## config.mk

```make
export PLATFORM = sky130hd
export DESIGN_NAME = serial_port
export DESIGN_NICKNAME = d
export VERILOG_FILES = /design/src/core/serial_port_pkg.sv /design/src/core/baud_if.sv /design/src/core/addr_match.sv /design/src/core/baud_gen.sv /design/src/core/serial_port.sv
export SDC_FILE = /design/constraint.sdc
export NUM_CORES = 1
export LEC_CHECK = 0
export ABC_AREA = 1
export BUFFER_PORTS_ARGS = -buffer_cell sky130_fd_sc_hd__buf_2
export CAP_MARGIN = 20
export CORE_UTILIZATION = 65
export DETAILED_ROUTE_END_ITERATION = 10
export PLACE_DENSITY_LB_ADDON = 0.08
export SLEW_MARGIN = 20
export SYNTH_ARGS = -nofsm -noshare
export SYNTH_HDL_FRONTEND = slang
export SYNTH_SLANG_ARGS = --single-unit
```

## constraint.sdc

```tcl
create_clock -name i_clk -period 2.4 [get_ports i_clk]
set_input_delay 0.48 -clock i_clk [delete_from_list [all_inputs] [get_ports i_clk]]
set_output_delay 0.48 -clock i_clk [all_outputs]
set_load 0.1 [all_outputs]
```

## src/core/serial_port_pkg.sv

```systemverilog
// Purpose: Shared constants for the multimode serial port with address filter
// Assumes: 10 MHz system clock, register port with one-cycle read latency
// Notes:   Register offsets are local choices; timing counts derive from the clock

package serial_port_pkg;
	localparam int unsigned CLK_HZ        = 10_000_000;
	localparam int unsigned ADDR_W        = 3;
	// Register offsets
	localparam logic [2:0]  OFS_CTRL      = 3'h0;
	localparam logic [2:0]  OFS_BUFFER    = 3'h1;
	localparam logic [2:0]  OFS_STATION   = 3'h2;
	localparam logic [2:0]  OFS_MASK      = 3'h3;
	localparam logic [2:0]  OFS_POWER     = 3'h4;
	// serial_ctrl field positions
	localparam int unsigned BIT_HI_FE     = 7;
	localparam int unsigned BIT_MODE_LO   = 6;
	localparam int unsigned BIT_FILTER    = 5;
	localparam int unsigned BIT_RX_EN     = 4;
	localparam int unsigned BIT_TX_NINTH  = 3;
	localparam int unsigned BIT_RX_NINTH  = 2;
	localparam int unsigned BIT_TX_DONE   = 1;
	localparam int unsigned BIT_RX_DONE   = 0;
	// power_control field positions
	localparam int unsigned BIT_BAUD_DBL  = 7;
	localparam int unsigned BIT_FE_ACCESS = 6;
	localparam int unsigned BIT_T2_SEL    = 0;
	// Reset values
	localparam logic [7:0]  RST_CTRL      = 8'h00;
	localparam logic [7:0]  RST_BYTE      = 8'h00;
	// Timing
	localparam int unsigned SHIFT_DIV     = 12;   // Mode 0 bit rate is clock / 12
	localparam int unsigned MODE2_DIV     = 2;    // Mode 2 sub-tick: clock/2 gives clock/32 per bit
	localparam int unsigned SUBTICKS      = 16;   // Sub-ticks per asynchronous bit
	localparam int unsigned MID_BIT       = 8;    // Sub-tick index at mid-bit
	localparam int unsigned FRAME_BITS_M1 = 9;    // 8 data + stop, counted after the start bit
	localparam int unsigned FRAME_BITS_M2 = 10;   // 8 data + ninth + stop, counted after the start bit

	typedef enum logic [1:0] {MODE_SHIFT, MODE_ASYNC8, MODE_FIXED9, MODE_VAR9} mode_e;
endpackage : serial_port_pkg

```

## src/core/baud_if.sv

```systemverilog
// Purpose: Carries baud enables from the rate generator to the shifter logic
// Assumes: One clock domain
// Notes:   All members are one-cycle pulses
`timescale 1ns/100ps

interface baud_if;
	logic shift_tick;   // Mode 0 half-period tick, clock / 6
	logic sub_tick;     // Asynchronous sub-tick, 16 per bit
	logic tx_tick;      // Transmit bit tick, every 16 sub-ticks
	modport gen (output shift_tick, output sub_tick, output tx_tick);
	modport use_ (input shift_tick, input sub_tick, input tx_tick);
endinterface : baud_if

```

## src/core/addr_match.sv

```systemverilog
// Purpose: Station address compare with per-bit mask and broadcast
// Assumes: Broadcast address is OR of address and mask, its zero bits as don't-cares
// Notes:   Purely combinational
`timescale 1ns/100ps

module addr_match (
	input  wire logic [7:0] i_byte,
	input  wire logic [7:0] i_station,
	input  wire logic [7:0] i_mask,
	output logic            o_match
);
	logic given_hit;
	logic bcast_hit;
	logic [7:0] bcast;

	// Masked-off bits are don't-care
	assign given_hit = ((i_byte ^ i_station) & i_mask) == 8'h00;
	assign bcast     = i_station | i_mask;
	assign bcast_hit = ((i_byte ^ 8'hFF) & bcast) == 8'h00;
	assign o_match   = given_hit | bcast_hit;
endmodule : addr_match

```

## src/core/baud_gen.sv

```systemverilog
// Purpose: Derives shift-mode and asynchronous baud enables
// Assumes: Timer overflows arrive as one-cycle pulses
// Notes:   Undoubled timer-1 rate halves the tick stream before the /16
`timescale 1ns/100ps

module baud_gen
	import serial_port_pkg::*;
(
	input  wire logic          i_clk,
	input  wire logic          i_rst_b,
	input  wire mode_e         i_mode,
	input  wire logic          i_baud_double,
	input  wire logic          i_t2_sel,
	input  wire logic          i_t1_ovf,
	input  wire logic          i_t2_ovf,
	baud_if.gen                baud
);
	logic [3:0] div12_ff;
	logic [3:0] nxt_div12;
	logic       half_ff;
	logic [3:0] sub_cnt_ff;
	logic       m2_half_ff;
	logic       src_tick;
	logic       pre_tick;
	logic       sub_tick_w;

	// Mode 0 divider: one tick per shift clock half period, so a full period is clock / 12
	assign nxt_div12 = (div12_ff == 4'(SHIFT_DIV / 2 - 1)) ? 4'h0 : div12_ff + 4'h1;
	assign baud.shift_tick = (div12_ff == 4'(SHIFT_DIV / 2 - 1));

	// Modes 1 and 3: doubling picks timer 1 / 16 or / 32; timer 2 always / 16
	assign src_tick   = i_t2_sel ? i_t2_ovf : i_t1_ovf;
	assign pre_tick   = src_tick & (i_t2_sel | i_baud_double | half_ff);
	// Mode 2: sub-tick every 2 clocks (doubled) or 4 clocks, giving /32 or /64
	assign sub_tick_w = (i_mode == MODE_FIXED9) ? (m2_half_ff & (i_baud_double | half_ff))
	                                            : pre_tick;
	assign baud.sub_tick = sub_tick_w;
	assign baud.tx_tick  = sub_tick_w & (sub_cnt_ff == 4'(SUBTICKS - 1));

	// Dividers; the fixed-rate toggles reuse half_ff for the extra /2
	always_ff @(posedge i_clk or negedge i_rst_b) begin
		if (!i_rst_b) begin
			div12_ff   <= 4'h0;
			half_ff    <= 1'b0;
			sub_cnt_ff <= 4'h0;
			m2_half_ff <= 1'b0;
		end else begin
			div12_ff   <= nxt_div12;
			m2_half_ff <= ~m2_half_ff;
			if ((i_mode == MODE_FIXED9) ? m2_half_ff : src_tick)
				half_ff <= ~half_ff;
			if (sub_tick_w)
				sub_cnt_ff <= sub_cnt_ff + 4'h1;
		end
	end
endmodule : baud_gen

```

## src/core/serial_port.sv

```systemverilog
// Purpose: Four-mode serial port with frame error and address recognition
// Assumes: Inputs synchronous to i_clk; timer overflows are one-cycle pulses
// Notes:   Rx line is assumed glitch-free beyond the mid-bit check
`timescale 1ns/100ps

module serial_port
	import serial_port_pkg::*;
(
	input  wire logic        i_clk,
	input  wire logic        i_rst_b,
	input  wire logic [2:0]  i_addr,
	input  wire logic [7:0]  i_wdata,
	input  wire logic        i_wr,
	input  wire logic        i_rd,
	output logic      [7:0]  o_rdata,
	input  wire logic        i_t1_ovf,
	input  wire logic        i_t2_ovf,
	input  wire logic        i_rxd_in,
	output logic             o_rxd_out,
	output logic             o_rxd_oe,
	output logic             o_txd
);
	import serial_port_pkg::*;

	typedef enum logic [1:0] {TX_IDLE, TX_ALIGN, TX_SHIFT} tx_state_e;
	typedef enum logic [1:0] {RX_IDLE, RX_START, RX_DATA, RX_SYNC} rx_state_e;

	baud_if baud ();

	// Registers
	logic [7:0] ctrl_ff;
	logic       fe_ff;
	logic [7:0] power_ff;
	logic [7:0] station_ff;
	logic [7:0] mask_ff;
	logic [7:0] rx_byte_ff;
	logic [10:0] tx_sr_ff;
	logic [3:0] tx_cnt_ff;
	tx_state_e  tx_state_ff;
	rx_state_e  rx_state_ff;
	logic [9:0] rx_sr_ff;
	logic [3:0] rx_cnt_ff;
	logic [3:0] rx_sub_ff;
	logic       rxd_prev_ff;
	logic       sclk_ff;

	// Decoded controls
	logic       wr_ctrl;
	logic       wr_buf;
	logic       fe_sel;
	mode_e      mode;
	logic       async_mode;
	logic       nine_bit;
	logic       rx_en;
	logic       filter_en;
	logic       match;
	logic       tx_done_ev;
	logic       rx_done_ev;
	logic       rx_store_ev;
	logic       fe_ev;
	logic       start_edge;
	logic       mid_bit;
	logic       stop_bit;
	logic       ninth_bit;
	logic [7:0] rx_data;
	logic [3:0] last_bit;
	logic       accept;
	logic [7:0] ctrl_read;
	logic [7:0] nxt_rdata;

	assign wr_ctrl    = i_wr & (i_addr == OFS_CTRL);
	assign wr_buf     = i_wr & (i_addr == OFS_BUFFER);
	assign fe_sel     = power_ff[BIT_FE_ACCESS];
	assign mode       = mode_e'(ctrl_ff[BIT_HI_FE:BIT_MODE_LO]);
	assign async_mode = (mode != MODE_SHIFT);
	assign nine_bit   = (mode == MODE_FIXED9) | (mode == MODE_VAR9);
	assign rx_en      = ctrl_ff[BIT_RX_EN];
	assign filter_en  = ctrl_ff[BIT_FILTER] & async_mode;
	assign last_bit   = nine_bit ? 4'(FRAME_BITS_M2) : 4'(FRAME_BITS_M1);

	baud_gen u_baud (
		.i_clk         (i_clk),
		.i_rst_b       (i_rst_b),
		.i_mode        (mode),
		.i_baud_double (power_ff[BIT_BAUD_DBL]),
		.i_t2_sel      (power_ff[BIT_T2_SEL]),
		.i_t1_ovf      (i_t1_ovf),
		.i_t2_ovf      (i_t2_ovf),
		.baud          (baud)
	);

	addr_match u_match (
		.i_byte    (rx_data),
		.i_station (station_ff),
		.i_mask    (mask_ff),
		.o_match   (match)
	);

	// Transmit: frame is shifted LSB first; mode 0 sends only the 8 data bits
	assign tx_done_ev = (tx_state_ff == TX_SHIFT) &
	                    (async_mode ? (baud.tx_tick & (tx_cnt_ff == last_bit))
	                                : (baud.shift_tick & sclk_ff & (tx_cnt_ff == 4'h7)));

	always_ff @(posedge i_clk or negedge i_rst_b) begin
		if (!i_rst_b) begin
			tx_state_ff <= TX_IDLE;
			tx_sr_ff    <= 11'h7FF;
			tx_cnt_ff   <= 4'h0;
		end else if (wr_buf) begin
			// Async frames wait for the bit tick so the start bit has full length
			tx_state_ff <= async_mode ? TX_ALIGN : TX_SHIFT;
			tx_cnt_ff   <= 4'h0;
			tx_sr_ff    <= async_mode ? {1'b1, nine_bit ? ctrl_ff[BIT_TX_NINTH] : 1'b1, i_wdata, 1'b0}
			                          : {3'h7, i_wdata};
		end else if (tx_state_ff == TX_ALIGN) begin
			if (baud.tx_tick)
				tx_state_ff <= TX_SHIFT;
		end else if (tx_state_ff == TX_SHIFT) begin
			if (tx_done_ev)
				tx_state_ff <= TX_IDLE;
			else if (async_mode ? baud.tx_tick : (baud.shift_tick & sclk_ff)) begin
				tx_sr_ff  <= {1'b1, tx_sr_ff[10:1]};
				tx_cnt_ff <= tx_cnt_ff + 4'h1;
			end
		end
	end

	// Async receiver: 16 sub-ticks per bit, sample at mid-bit
	assign start_edge = rxd_prev_ff & ~i_rxd_in & rx_en;
	assign mid_bit    = baud.sub_tick & (rx_sub_ff == 4'(MID_BIT - 1));
	assign stop_bit   = i_rxd_in;
	assign rx_data    = nine_bit ? rx_sr_ff[8:1] : rx_sr_ff[9:2];
	assign ninth_bit  = rx_sr_ff[9];
	// Frame end at the stop bit's mid-bit sample; shifter already holds data (and ninth) bits
	assign rx_store_ev = async_mode & (rx_state_ff == RX_DATA) & baud.sub_tick &
	                     (rx_sub_ff == 4'(SUBTICKS - 1)) & (rx_cnt_ff == last_bit - 4'h1);
	assign fe_ev       = rx_store_ev & ~stop_bit;
	assign accept      = ~filter_en | (match & (nine_bit ? ninth_bit : stop_bit));
	assign rx_done_ev  = (rx_store_ev & accept & ~ctrl_ff[BIT_RX_DONE]) |
	                     (~async_mode & (rx_state_ff == RX_SYNC) & baud.shift_tick & sclk_ff & (rx_cnt_ff == 4'h7));

	always_ff @(posedge i_clk or negedge i_rst_b) begin
		if (!i_rst_b) begin
			rx_state_ff <= RX_IDLE;
			rx_sr_ff    <= 10'h000;
			rx_cnt_ff   <= 4'h0;
			rx_sub_ff   <= 4'h0;
			rx_byte_ff  <= RST_BYTE;
			rxd_prev_ff <= 1'b1;
			sclk_ff     <= 1'b1;
		end else begin
			rxd_prev_ff <= i_rxd_in;
			// Shift clock parks low while idle so every transfer begins with a low phase of up to six clocks
			if (~async_mode & (tx_state_ff == TX_IDLE) & (rx_state_ff != RX_SYNC))
				sclk_ff <= 1'b0;
			else if (baud.shift_tick)
				sclk_ff <= ~sclk_ff;
			case (rx_state_ff)
				RX_IDLE: begin
					rx_cnt_ff <= 4'h0;
					rx_sub_ff <= 4'h0;
					if (async_mode & start_edge)
						rx_state_ff <= RX_START;
					else if (~async_mode & rx_en & ~ctrl_ff[BIT_RX_DONE] & tx_state_ff == TX_IDLE)
						rx_state_ff <= RX_SYNC;
				end
				RX_START: if (baud.sub_tick) begin
					rx_sub_ff <= rx_sub_ff + 4'h1;
					if (mid_bit) begin
						rx_sub_ff   <= 4'h0;
						rx_state_ff <= i_rxd_in ? RX_IDLE : RX_DATA;
					end
				end
				RX_DATA: if (baud.sub_tick) begin
					rx_sub_ff <= (rx_sub_ff == 4'(SUBTICKS - 1)) ? 4'h0 : rx_sub_ff + 4'h1;
					if (rx_sub_ff == 4'(SUBTICKS - 1)) begin
						rx_sr_ff  <= {i_rxd_in, rx_sr_ff[9:1]};
						rx_cnt_ff <= rx_cnt_ff + 4'h1;
						if (rx_cnt_ff == last_bit - 4'h1)
							rx_state_ff <= RX_IDLE;
					end
				end
				RX_SYNC: if (baud.shift_tick & sclk_ff) begin
					rx_sr_ff  <= {i_rxd_in, rx_sr_ff[9:1]};
					rx_cnt_ff <= rx_cnt_ff + 4'h1;
					if (rx_cnt_ff == 4'h7)
						rx_state_ff <= RX_IDLE;
				end
				default: rx_state_ff <= RX_IDLE;
			endcase
			if (rx_done_ev)
				rx_byte_ff <= async_mode ? rx_data : {i_rxd_in, rx_sr_ff[9:3]};
		end
	end

	// Control register; hardware sets win over software clears
	always_ff @(posedge i_clk or negedge i_rst_b) begin
		if (!i_rst_b) begin
			ctrl_ff  <= RST_CTRL;
			fe_ff    <= 1'b0;
			power_ff <= RST_CTRL;
			station_ff <= RST_BYTE;
			mask_ff  <= RST_BYTE;
		end else begin
			if (wr_ctrl) begin
				ctrl_ff[BIT_MODE_LO:0] <= i_wdata[BIT_MODE_LO:0];
				if (fe_sel)
					fe_ff <= i_wdata[BIT_HI_FE];
				else
					ctrl_ff[BIT_HI_FE] <= i_wdata[BIT_HI_FE];
			end
			if (i_wr & (i_addr == OFS_POWER))
				power_ff <= i_wdata;
			if (i_wr & (i_addr == OFS_STATION))
				station_ff <= i_wdata;
			if (i_wr & (i_addr == OFS_MASK))
				mask_ff <= i_wdata;
			if (fe_ev)
				fe_ff <= 1'b1;
			if (tx_done_ev)
				ctrl_ff[BIT_TX_DONE] <= 1'b1;
			if (rx_done_ev) begin
				ctrl_ff[BIT_RX_DONE] <= 1'b1;
				if (async_mode)
					ctrl_ff[BIT_RX_NINTH] <= nine_bit ? ninth_bit : stop_bit;
			end
		end
	end

	// Read mux, answer one cycle later
	assign ctrl_read = {fe_sel ? fe_ff : ctrl_ff[BIT_HI_FE], ctrl_ff[BIT_MODE_LO:0]};
	assign nxt_rdata = !i_rd ? 8'h00 :
	                   (i_addr == OFS_CTRL)    ? ctrl_read :
	                   (i_addr == OFS_BUFFER)  ? rx_byte_ff :
	                   (i_addr == OFS_STATION) ? station_ff :
	                   (i_addr == OFS_MASK)    ? mask_ff :
	                   (i_addr == OFS_POWER)   ? power_ff : 8'h00;

	// Pins: mode 0 drives data on the rx pin and shift clock on tx pin
	always_ff @(posedge i_clk or negedge i_rst_b) begin
		if (!i_rst_b) begin
			o_rdata   <= 8'h00;
			o_txd     <= 1'b1;
			o_rxd_out <= 1'b1;
			o_rxd_oe  <= 1'b0;
		end else begin
			o_rdata   <= nxt_rdata;
			o_rxd_oe  <= ~async_mode & (tx_state_ff == TX_SHIFT);
			o_rxd_out <= tx_sr_ff[0];
			o_txd     <= async_mode ? ((tx_state_ff == TX_SHIFT) ? tx_sr_ff[0] : 1'b1)
			                        : ((tx_state_ff == TX_SHIFT || rx_state_ff == RX_SYNC) ? sclk_ff : 1'b1);
		end
	end

	a_tx_flag_set: assert property (@(posedge i_clk) disable iff (!i_rst_b)
		tx_done_ev |=> ctrl_ff[BIT_TX_DONE]) else $error("tx done flag not set");
	a_fe_sticky: assert property (@(posedge i_clk) disable iff (!i_rst_b)
		fe_ff & ~wr_ctrl |=> fe_ff) else $error("frame error cleared without write");
	a_fe_on_bad_stop: assert property (@(posedge i_clk) disable iff (!i_rst_b)
		fe_ev |=> fe_ff) else $error("frame error not flagged");
	a_filter_gate: assert property (@(posedge i_clk) disable iff (!i_rst_b)
		rx_store_ev & filter_en & ~match |-> ~rx_done_ev) else $error("filtered byte accepted");
	a_rx_enable_block: assert property (@(posedge i_clk) disable iff (!i_rst_b)
		rx_state_ff == RX_IDLE & ~rx_en |=> rx_state_ff == RX_IDLE) else $error("rx began while disabled");
	a_write_starts_tx: assert property (@(posedge i_clk) disable iff (!i_rst_b)
		wr_buf |=> tx_state_ff != TX_IDLE) else $error("write did not start tx");
	a_mode0_no_filter: assert property (@(posedge i_clk) disable iff (!i_rst_b)
		mode == MODE_SHIFT |-> ~filter_en) else $error("filter active in mode 0");
	a_read_ctrl_bit7: assert property (@(posedge i_clk) disable iff (!i_rst_b)
		i_rd & i_addr == OFS_CTRL & fe_sel |=> o_rdata[BIT_HI_FE] == $past(fe_ff)) else $error("bit 7 wrong");
	c_tx_done: cover property (@(posedge i_clk) disable iff (!i_rst_b) tx_done_ev);
	c_rx_done: cover property (@(posedge i_clk) disable iff (!i_rst_b) rx_done_ev & async_mode);
	c_frame_err: cover property (@(posedge i_clk) disable iff (!i_rst_b) fe_ev);
endmodule : serial_port

```

==> results_dict.tcl, run 1 <==
set metrics [dict create \
    wl_per_cell_um 15.68 \
    ios 29 \
    ys_warn_count 0 \
    path_cells "buf_4, nor2_4, inv_1, nand4_1, nor2_1, nor2_1, nand3_2, nand2_2, nand2_1, nand2_1" \
    diodes 0 \
    cts_sinks 99 \
    max_freq_mhz 476.7 \
    yosys-top-cells-area "dfrtp_1 41%, nand2_1 16%, o21ai_0 8.4%" \
    core_mm2 0.007727 \
    synth_flop_cell "dfrtp_1" \
    vias_per_cell 5.855 \
    final_common_cell "nand2_1" \
    cts_root_buffer "clkbuf_8" \
    cp_slowest_cell "dfrtp_1" \
    rsz0062_at_grt "no" \
    cp_max_fo 20 \
    synth_area_mm2 0.005212 \
    setup_viol 0 \
    finClkSkew_ns 0.01393 \
    grt_pass1_wl_mm 21.51 \
    fin_setup_tns_ns 0 \
    clkLatencyLatePin_ns 0.37 \
    run_status "finished clean" \
    initialDrtViolationCount 390 \
    ir_worst_vdd_uv 489.1 \
    layout.cells.non_filler 822 \
    finalNetCount 741 \
    synth_cell_type_count 36 \
    synth_seq_area_share 0.4786 \
    h-tree-depth 3 \
    die_area_mm2 0.008381 \
    whs_ns 0.2509 \
    hpwl_mm 9.319 \
    clk_path_buf_depth 2 \
    synth.avg_cell_area_um2 7.643 \
    synth_edf_count 0 \
    yosysTopAreaCell "dfrtp_1" \
    io_buffers 28 \
    critPathLaunchType "register" \
    synth_top_area_share 0.4081 \
    syn_to_final_growth_pct 9.386 \
    grt_overflow_total 0 \
    die_x_um 91.55 \
    gp_congestion 0.9431 \
    hold_viol 0 \
    grt_usage 0.3341 \
    row_count 32 \
    drive_above_1_share 0.1111 \
    cpPeakStageDelay_ns 0.40 \
    antenna_found_initial 1 \
    ys_ff_latch 99 \
    dpl.cell_count 805 \
    grt_max_degree 40 \
    drt-total-wl_mm 12.89 \
    criticalPathCategory "reg2reg" \
    synth-async-reset-ratio 1.000 \
    start_util 0.6745 \
    syn_nets 708 \
    firstDrtPassIters 5 \
    arrival_ns 2.41 \
    period_share 0.8740 \
    p_leak_nw 2.891 \
    fill_cells 609 \
    critPathRequiredTime_ns 2.71 \
    layout_common_cells "219 x nand2_1, 88 x o21ai_0, 85 x dfrtp_1" \
    worstSetupEndpointType "register" \
    syn_inst 682 \
    post_cts_buffers 0 \
    grt_pass1_vias 4311 \
    powerDensity_mw_per_mm2 988.5 \
    maxCapViolCount 0 \
    drc_errors 0 \
    cts_buffers 9 \
    slew_viol_final 0 \
    cts_tree "yes" \
    die_y_um 91.55 \
    ant_nets 0 \
    worst_pin_slew_ns 0.5568 \
    max_slew_margin 0.6274 \
    hp-class "in2reg" \
    vias 4813 \
    min_period_ns 2.098 \
    cts.reportedPaths.clkPinSlew_ns 0.10 \
]
## cell type report
class                           instances  area (um2)  area share
Multi-Input combinational cell        496        2364      0.4145
Tap cell                              102       127.6     0.02238
Sequential cell                        99        2495      0.4376
Clock buffer                            9       123.9     0.02172
Timing Repair Buffer                   40       247.7     0.04345
Inverter                               69       259.0     0.04542
Clock inverter                          7       85.08     0.01492
## repair_timing
action	in CTS	in global routing
hold buffers	1	0
hold endpoints to repair	13	0
resized for setup	0	0
## Yosys cell counts (3+ instances only)
cell type  number
buf_2           7
nor2_1         28
xnor2_1         3
dfstp_2        14
inv_1          66
xor2_1          7
nand3_1        67
o21ai_1        10
o21ai_0        88
o221ai_1        8
nand2_1       219
nand2_2         3
nand4_1         4
dfrtp_1        85
a21oi_1        27
clkbuf_1        7
nor3_1          6
ha_1            8
## path summary, 6_finish.rpt
| check | from | endpoint | cells past startpoint | slack (ns) |
|---|---|---|---|---|
| setup reg to reg | ctrl_ff[7] | tx_sr_ff[8] | 10 | 0.30 |
| max in group asynchronous | i_rst_b | o_rxd_out | 3 | 1.23 |
| setup / recovery | ctrl_ff[7] | tx_sr_ff[8] | 10 | 0.30 |
| hold reg to reg | tx_sr_ff[0] | o_rxd_out | 0 | 0.40 |
| min in group asynchronous | i_rst_b | rx_byte_ff[4] | 2 | 0.51 |
| hold / removal | i_rxd_in | rxd_prev_ff | 1 | 0.25 |
## power by group
part,internal (mW),switching (mW)
Sequential,2.10,0.360
Combinational,0.665,1.39
Clock,0.498,0.621
## through the flow
step	instance area [um2]	total power, mW	utilization	setup slack [ns]
5_1_grt	5702	6.036	0.7379	0.09860
3_3_place_gp	5483	4.398	0.7095	0.3812
6_report	5702	5.636	0.7379	0.3024
2_1_floorplan	5213	3.964	-	0.7531
4_1_cts	5702	5.613	0.7379	0.3322
3_5_place_dp	5483	4.488	0.7095	0.3505
## sequential cells by signal (all words and copies together), names as in the netlist, 2 cells and up
name,cells
station_ff,8
u_baud.sub_cnt_ff,4
rx_cnt_ff,4
rx_sub_ff,4
tx_sr_ff,10
rx_state_ff,2
rx_byte_ff,8
ctrl_ff,8
mask_ff,8
o_rdata,8
power_ff,8
tx_state_ff,2
u_baud.div12_ff,4
tx_cnt_ff,4
rx_sr_ff,9
## layer usage
| layer | vias up | part of all wire | GRT usage | wire (um) |
|---|---|---|---|---|
| li1 | 2309 | - | - | - |
| met1 | 2225 | 0.44 | 0.4944 | 5632 |
| met2 | 245 | 0.45 | 0.4962 | 5823 |
| met3 | 32 | 0.088 | 0.06114 | 1136 |
| met4 | 2 | 0.022 | 0.1124 | 284 |
| met5 | - | 0.00093 | 0 | 12 |
## logic make-up (layout without fill, tap and decap cells)
logic type      Yosys count  count (layout)  synth area share
buf+inv                  87             125           0.06793
compound gates          140             140            0.1435
xor+xnor                 10              10           0.01680
simple gates            336             336            0.2700
flops                    99              99            0.4786
mux                       2               2          0.003841
fa+ha+maj                 8               8           0.01920
## critical path: cells and delay by family, from the launching register on
| family | cells | cell delay (ns) |
|---|---|---|
| and+or+nand+nor | 8 | 1.26 |
| buffers and inverters | 2 | 0.38 |
| DFF | 1 | 0.40 |
No activity file was read; power rests on OpenSTA's default activity.
==> run 2: changes to the inputs <==
PLACE_DENSITY_LB_ADDON = 0.1   (was 0.08)
==> run 2 against run 1 <==
Against the previous run: non-clock buffer count down 3; setup slack better by 0.025 ns; sequential power about the same; count of clock-buffer cells in the layout unchanged; first-iteration DRC count down 15%; sequential cell count unchanged; highest routed layer is now met4; critical path depth unchanged.
==> results_dict.tcl, run 2 (synthesis gave the netlist of run 1 again) <==
set metrics [dict create \
    die_x_um 91.55 \
    initialDrtViolationCount 331 \
    grt_pass1_wl_mm 20.69 \
    cts_sinks 99 \
    clk_path_buf_depth 2 \
    path_cells "buf_4, nor2_4, inv_1, nand4_1, nor2_1, nor2_1, nand3_2, nand2_2, nand2_1, nand2_1" \
    h-tree-depth 3 \
    io_buffers 28 \
    cp_max_fo 20 \
    switchingPower_mw 2.391 \
    slew_viol_final 0 \
    rsz0062_at_grt "no" \
    dpl_cell_area_mm2 0.005468 \
    dpl.cell_count 803 \
    worst_pin_slew_ns 0.5244 \
    grt_overflow_total 0 \
    die_area_mm2 0.008381 \
    critPathLaunchType "register" \
    drive_above_1_share 0.1088 \
    criticalPathCategory "reg2reg" \
    antenna_found_initial 0 \
    grt_max_degree 43 \
    pre_cts_slack_ns 0.3034 \
    ios 29 \
    cts_root_buffer "clkbuf_8" \
    wl_per_cell_um 15.41 \
    p_leak_nw 2.867 \
    run_status "finished clean" \
    post_cts_buffers 0 \
    core_mm2 0.007727 \
    vias 4787 \
    setup_slack_ns 0.3270 \
    firstDrtPassIters 5 \
    pwr-share-clk 0.190 \
    grt_usage 0.3177 \
    cts_buffers 9 \
    clkLatencyLatePin_ns 0.38 \
    whs_ns 0.06156 \
    start_util 0.6745 \
    top_regs "tx_sr_ff (10), rx_sr_ff (9)" \
    hp-class "in2async" \
    final_common_cell "nand2_1" \
    worstSetupEndpointType "register" \
    max_slew_margin 0.6504 \
    rrSetupSlack_ns 0.33 \
    p_comb_frac 0.367 \
    arrival_ns 2.40 \
    layout_common_cells "219 x nand2_1, 88 x o21ai_0, 85 x dfrtp_1" \
    stdcell_area_mm2 0.005663 \
    crit_start "ctrl_ff[7]" \
    vias_per_cell 5.845 \
    fin_setup_tns_ns 0 \
    ir_worst_vdd_uv 499.3 \
    hold_viol 0 \
    cpPeakStageDelay_ns 0.40 \
    largest_register_ff_count 10 \
    row_count 32 \
    cts.reportedPaths.clkPinSlew_ns 0.11 \
    gp_congestion 0.9098 \
    drt-total-wl_mm 12.62 \
    finalNetCount 738 \
    cp_slowest_cell "dfrtp_1" \
    die_y_um 91.55 \
    r2r-start "ctrl_ff[7]" \
    p_sw_frac 0.4303 \
    regMostFlops "tx_sr_ff" \
    layout.cells.non_filler 819 \
    critPathRequiredTime_ns 2.73 \
    ant_nets 0 \
    fill_cells 595 \
    hpwl_mm 9.331 \
    ctsResizeCount 0 \
    maxCapViolCount 0 \
    powerDensity_mw_per_mm2 981.2 \
    period_share 0.8637 \
    diodes 0 \
    drc_errors 0 \
    min_period_ns 2.073 \
    cts_tree "yes" \
    max_freq_mhz 482.4 \
    power_frac_seq 0.443 \
    hold_buffers 0 \
    finClkSkew_ns 0.01539 \
    setup_viol 0 \
    grt_pass1_vias 4319 \
    internal_power_mw 3.166 \
    syn_to_final_growth_pct 8.641 \
]
## run 2: worst max-delay path: cells and delay by family (launching register included)
family                 cells  cell delay (ns)
buffers and inverters      2             0.37
flip-flops                 1             0.40
AND/OR/NAND/NOR            8             1.26
## run 2: metrics by stage
step / utilization / power, mW
2_1_floorplan: - / 3.964
3_3_place_gp: 0.7076 / 4.396
3_5_place_dp: 0.7076 / 4.490
4_1_cts: 0.7328 / 5.542
5_1_grt: 0.7328 / 5.929
6_report: 0.7328 / 5.556
## run 2: final timing paths
| kind | to | depth (start not counted) |
|---|---|---|
| max reg2reg | tx_sr_ff[8] | 10 |
| min reg2reg | o_rxd_out | 0 |
| max | tx_sr_ff[8] | 10 |
| max in group asynchronous | tx_sr_ff[5] | 2 |
| min | rx_sr_ff[5] | 1 |
| min in group i_clk | rxd_prev_ff | 1 |
## run 2: layout make-up
class | instances | area [um2] | area share
Clock buffer | 9 | 123.9 | 0.02187
Multi-Input combinational cell | 496 | 2364 | 0.4174
Clock inverter | 7 | 71.32 | 0.01259
Timing Repair Buffer | 37 | 222.7 | 0.03933
Tap cell | 102 | 127.6 | 0.02254
Inverter | 69 | 259.0 | 0.04574
Sequential cell | 99 | 2495 | 0.4406
## run 2: power by group through the flow
stage | Sequential (mW) | Clock (mW) | Combinational, mW
6_report | 2.46 | 1.05 | 2.04
5_1_grt | 2.50 | 1.13 | 2.30
4_1_cts | 2.44 | 1.07 | 2.02
3_5_place_dp | 2.47 | 0 | 2.02
3_3_place_gp | 2.45 | 0 | 1.94
2_1_floorplan | 2.55 | 0 | 1.42
## run 2: metal layers
| layer | global-route usage | up-vias | wire (um) |
|---|---|---|---|
| li1 | - | 2304 | - |
| met1 | 0.4656 | 2234 | 5550 |
| met2 | 0.4799 | 230 | 5784 |
| met3 | 0.06449 | 19 | 1088 |
| met4 | 0.09127 | 0 | 198 |
| met5 | 0 | - | 0 |
==> run 3: changes to the inputs <==
PLACE_DENSITY = 0.89   (was default)
PLACE_DENSITY_LB_ADDON = default   (was 0.1)
==> run 3 against run 2 <==
Against the previous run: core utilization rose by 0.31 points; first-iteration DRC count grew 65%; final cell count fell by 0.24%; count of clock-buffer cells in the layout is 1 higher.
==> results_dict.tcl, run 3 (synthesis gave the netlist of run 1 again) <==
set metrics [dict create \
    post_cts_buffers 0 \
    syn_to_final_growth_pct 9.097 \
    path_cells "inv_2, buf_4, nand2_1, nand2_1, o21ai_0, nand2_1, nor2_1, nand2_1, nand2_1, nand2_1, nand2_1, nand2_1, nand2_2, nand2_1, nand2_1" \
    largest_register_ff_count 10 \
    cp_common_cell "nand2_1" \
    layout.cells.non_filler 817 \
    criticalPathCategory "reg2reg" \
    powerDensity_mw_per_mm2 1012 \
    drc_errors 0 \
    layout_common_cells "218 x nand2_1, 88 x o21ai_0, 85 x dfrtp_1" \
    regMostFlops "tx_sr_ff" \
    diodes 0 \
    io_buffers 28 \
    critPathRequiredTime_ns 2.65 \
    drt-total-wl_mm 13.05 \
    vias 4898 \
    ios 29 \
    top_regs "tx_sr_ff (10), rx_sr_ff (9)" \
    worst_pin_slew_ns 0.5424 \
    initialDrtViolationCount 547 \
    hold_buffers 0 \
    path_delay_family "simple AND/OR/NAND/NOR gates" \
    cts_sinks 99 \
    arrival_ns 2.43 \
    critPathBufInv 2 \
    worstSetupEndpointType "register" \
    maxCapViolCount 0 \
    grt_pass1_vias 4339 \
    drive_above_1_share 0.1077 \
    h-tree-depth 3 \
    grt_usage 0.3297 \
    vias_per_cell 5.995 \
    min_period_ns 2.174 \
    final_common_cell "nand2_1" \
    firstDrtPassIters 5 \
    core_mm2 0.007727 \
    row_count 32 \
    clkLatencyLatePin_ns 0.37 \
    ctsResizeCount 0 \
    clk_path_buf_depth 2 \
    hp-class "in2async" \
    cts_root_buffer "clkbuf_8" \
    finalNetCount 736 \
    die_y_um 91.55 \
    grt_overflow_total 0 \
    wl_per_cell_um 15.97 \
    rrSetupSlack_ns 0.23 \
    gp_congestion 0.9382 \
    run_status "finished clean" \
    cpPeakStageDelay_ns 0.41 \
    ir_worst_vdd_uv 668.1 \
    ant_nets 0 \
    timing.rr.end "rx_byte_ff[1]" \
    period_share 0.9058 \
    hold_viol 0 \
    fin_setup_tns_ns 0 \
    r2r-start "ctrl_ff[7]" \
    finClkSkew_ns 0.01707 \
    setup_viol 0 \
    fill_cells 576 \
    antenna_found_initial 0 \
    die_area_mm2 0.008381 \
    slew_viol_final 0 \
    grt_max_degree 63 \
    max_slew_margin 0.6371 \
    start_util 0.6745 \
    cp_slowest_cell "dfrtp_1" \
    grt_pass1_wl_mm 21.16 \
    hpwl_mm 9.235 \
    reg2reg_depth 15 \
    die_x_um 91.55 \
    rsz0062_at_grt "no" \
    critPathLaunchType "register" \
    p_leak_nw 2.884 \
    cts.reportedPaths.clkPinSlew_ns 0.10 \
    cts_buffers 9 \
    dpl.cell_count 801 \
    cp_max_fo 16 \
    max_freq_mhz 460.0 \
    cts_tree "yes" \
]
run 3: power by group:
part / internal (mW) / switching (mW)
registers: 2.10 / 0.361
logic: 0.660 / 1.40
clock network: 0.629 / 0.610
run 3: final cells by class:
class	count	area (um2)	share of cell area
Inverter	69	259.0	0.04554
Timing Repair Buffer	35	207.7	0.03652
Clock inverter	6	93.84	0.01650
Tap cell	102	127.6	0.02244
Sequential cell	99	2495	0.4387
Multi-Input combinational cell	496	2366	0.4161
Clock buffer	10	137.6	0.02420
run 3: worst max-delay path by stage:
stage	startpoint	to	depth (start not counted)
after floorplan	i_addr[1]	ctrl_ff[0]	8
after global placement	i_t2_ovf	rx_byte_ff[0]	13
after detailed placement	i_t2_ovf	rx_byte_ff[0]	13
after CTS	ctrl_ff[7]	rx_byte_ff[0]	15
after global routing	ctrl_ff[7]	rx_byte_ff[5]	16
final	ctrl_ff[7]	rx_byte_ff[1]	15
run 3: metal layers:
metal,vias up,track usage,share of wire
li1,2293,-,-
met1,2295,0.4490,0.42
met2,274,0.5232,0.47
met3,36,0.06449,0.084
met4,0,0.1283,0.030
met5,-,0,0
run 3: per-stage QoR:
step	total power, mW	cell area (um2)	hold slack, ns	utilization	setup WS, ns
after floorplan	3.964	5213	0.1844	-	0.7531
after global placement	4.364	5453	0.3657	0.7056	0.2621
after detailed placement	4.476	5453	0.3713	0.7056	0.1498
after CTS	5.712	5684	0.07202	0.7356	0.2033
after global routing	6.123	5687	0.09474	0.7359	0.06451
final	5.755	5687	0.06840	0.7359	0.2261
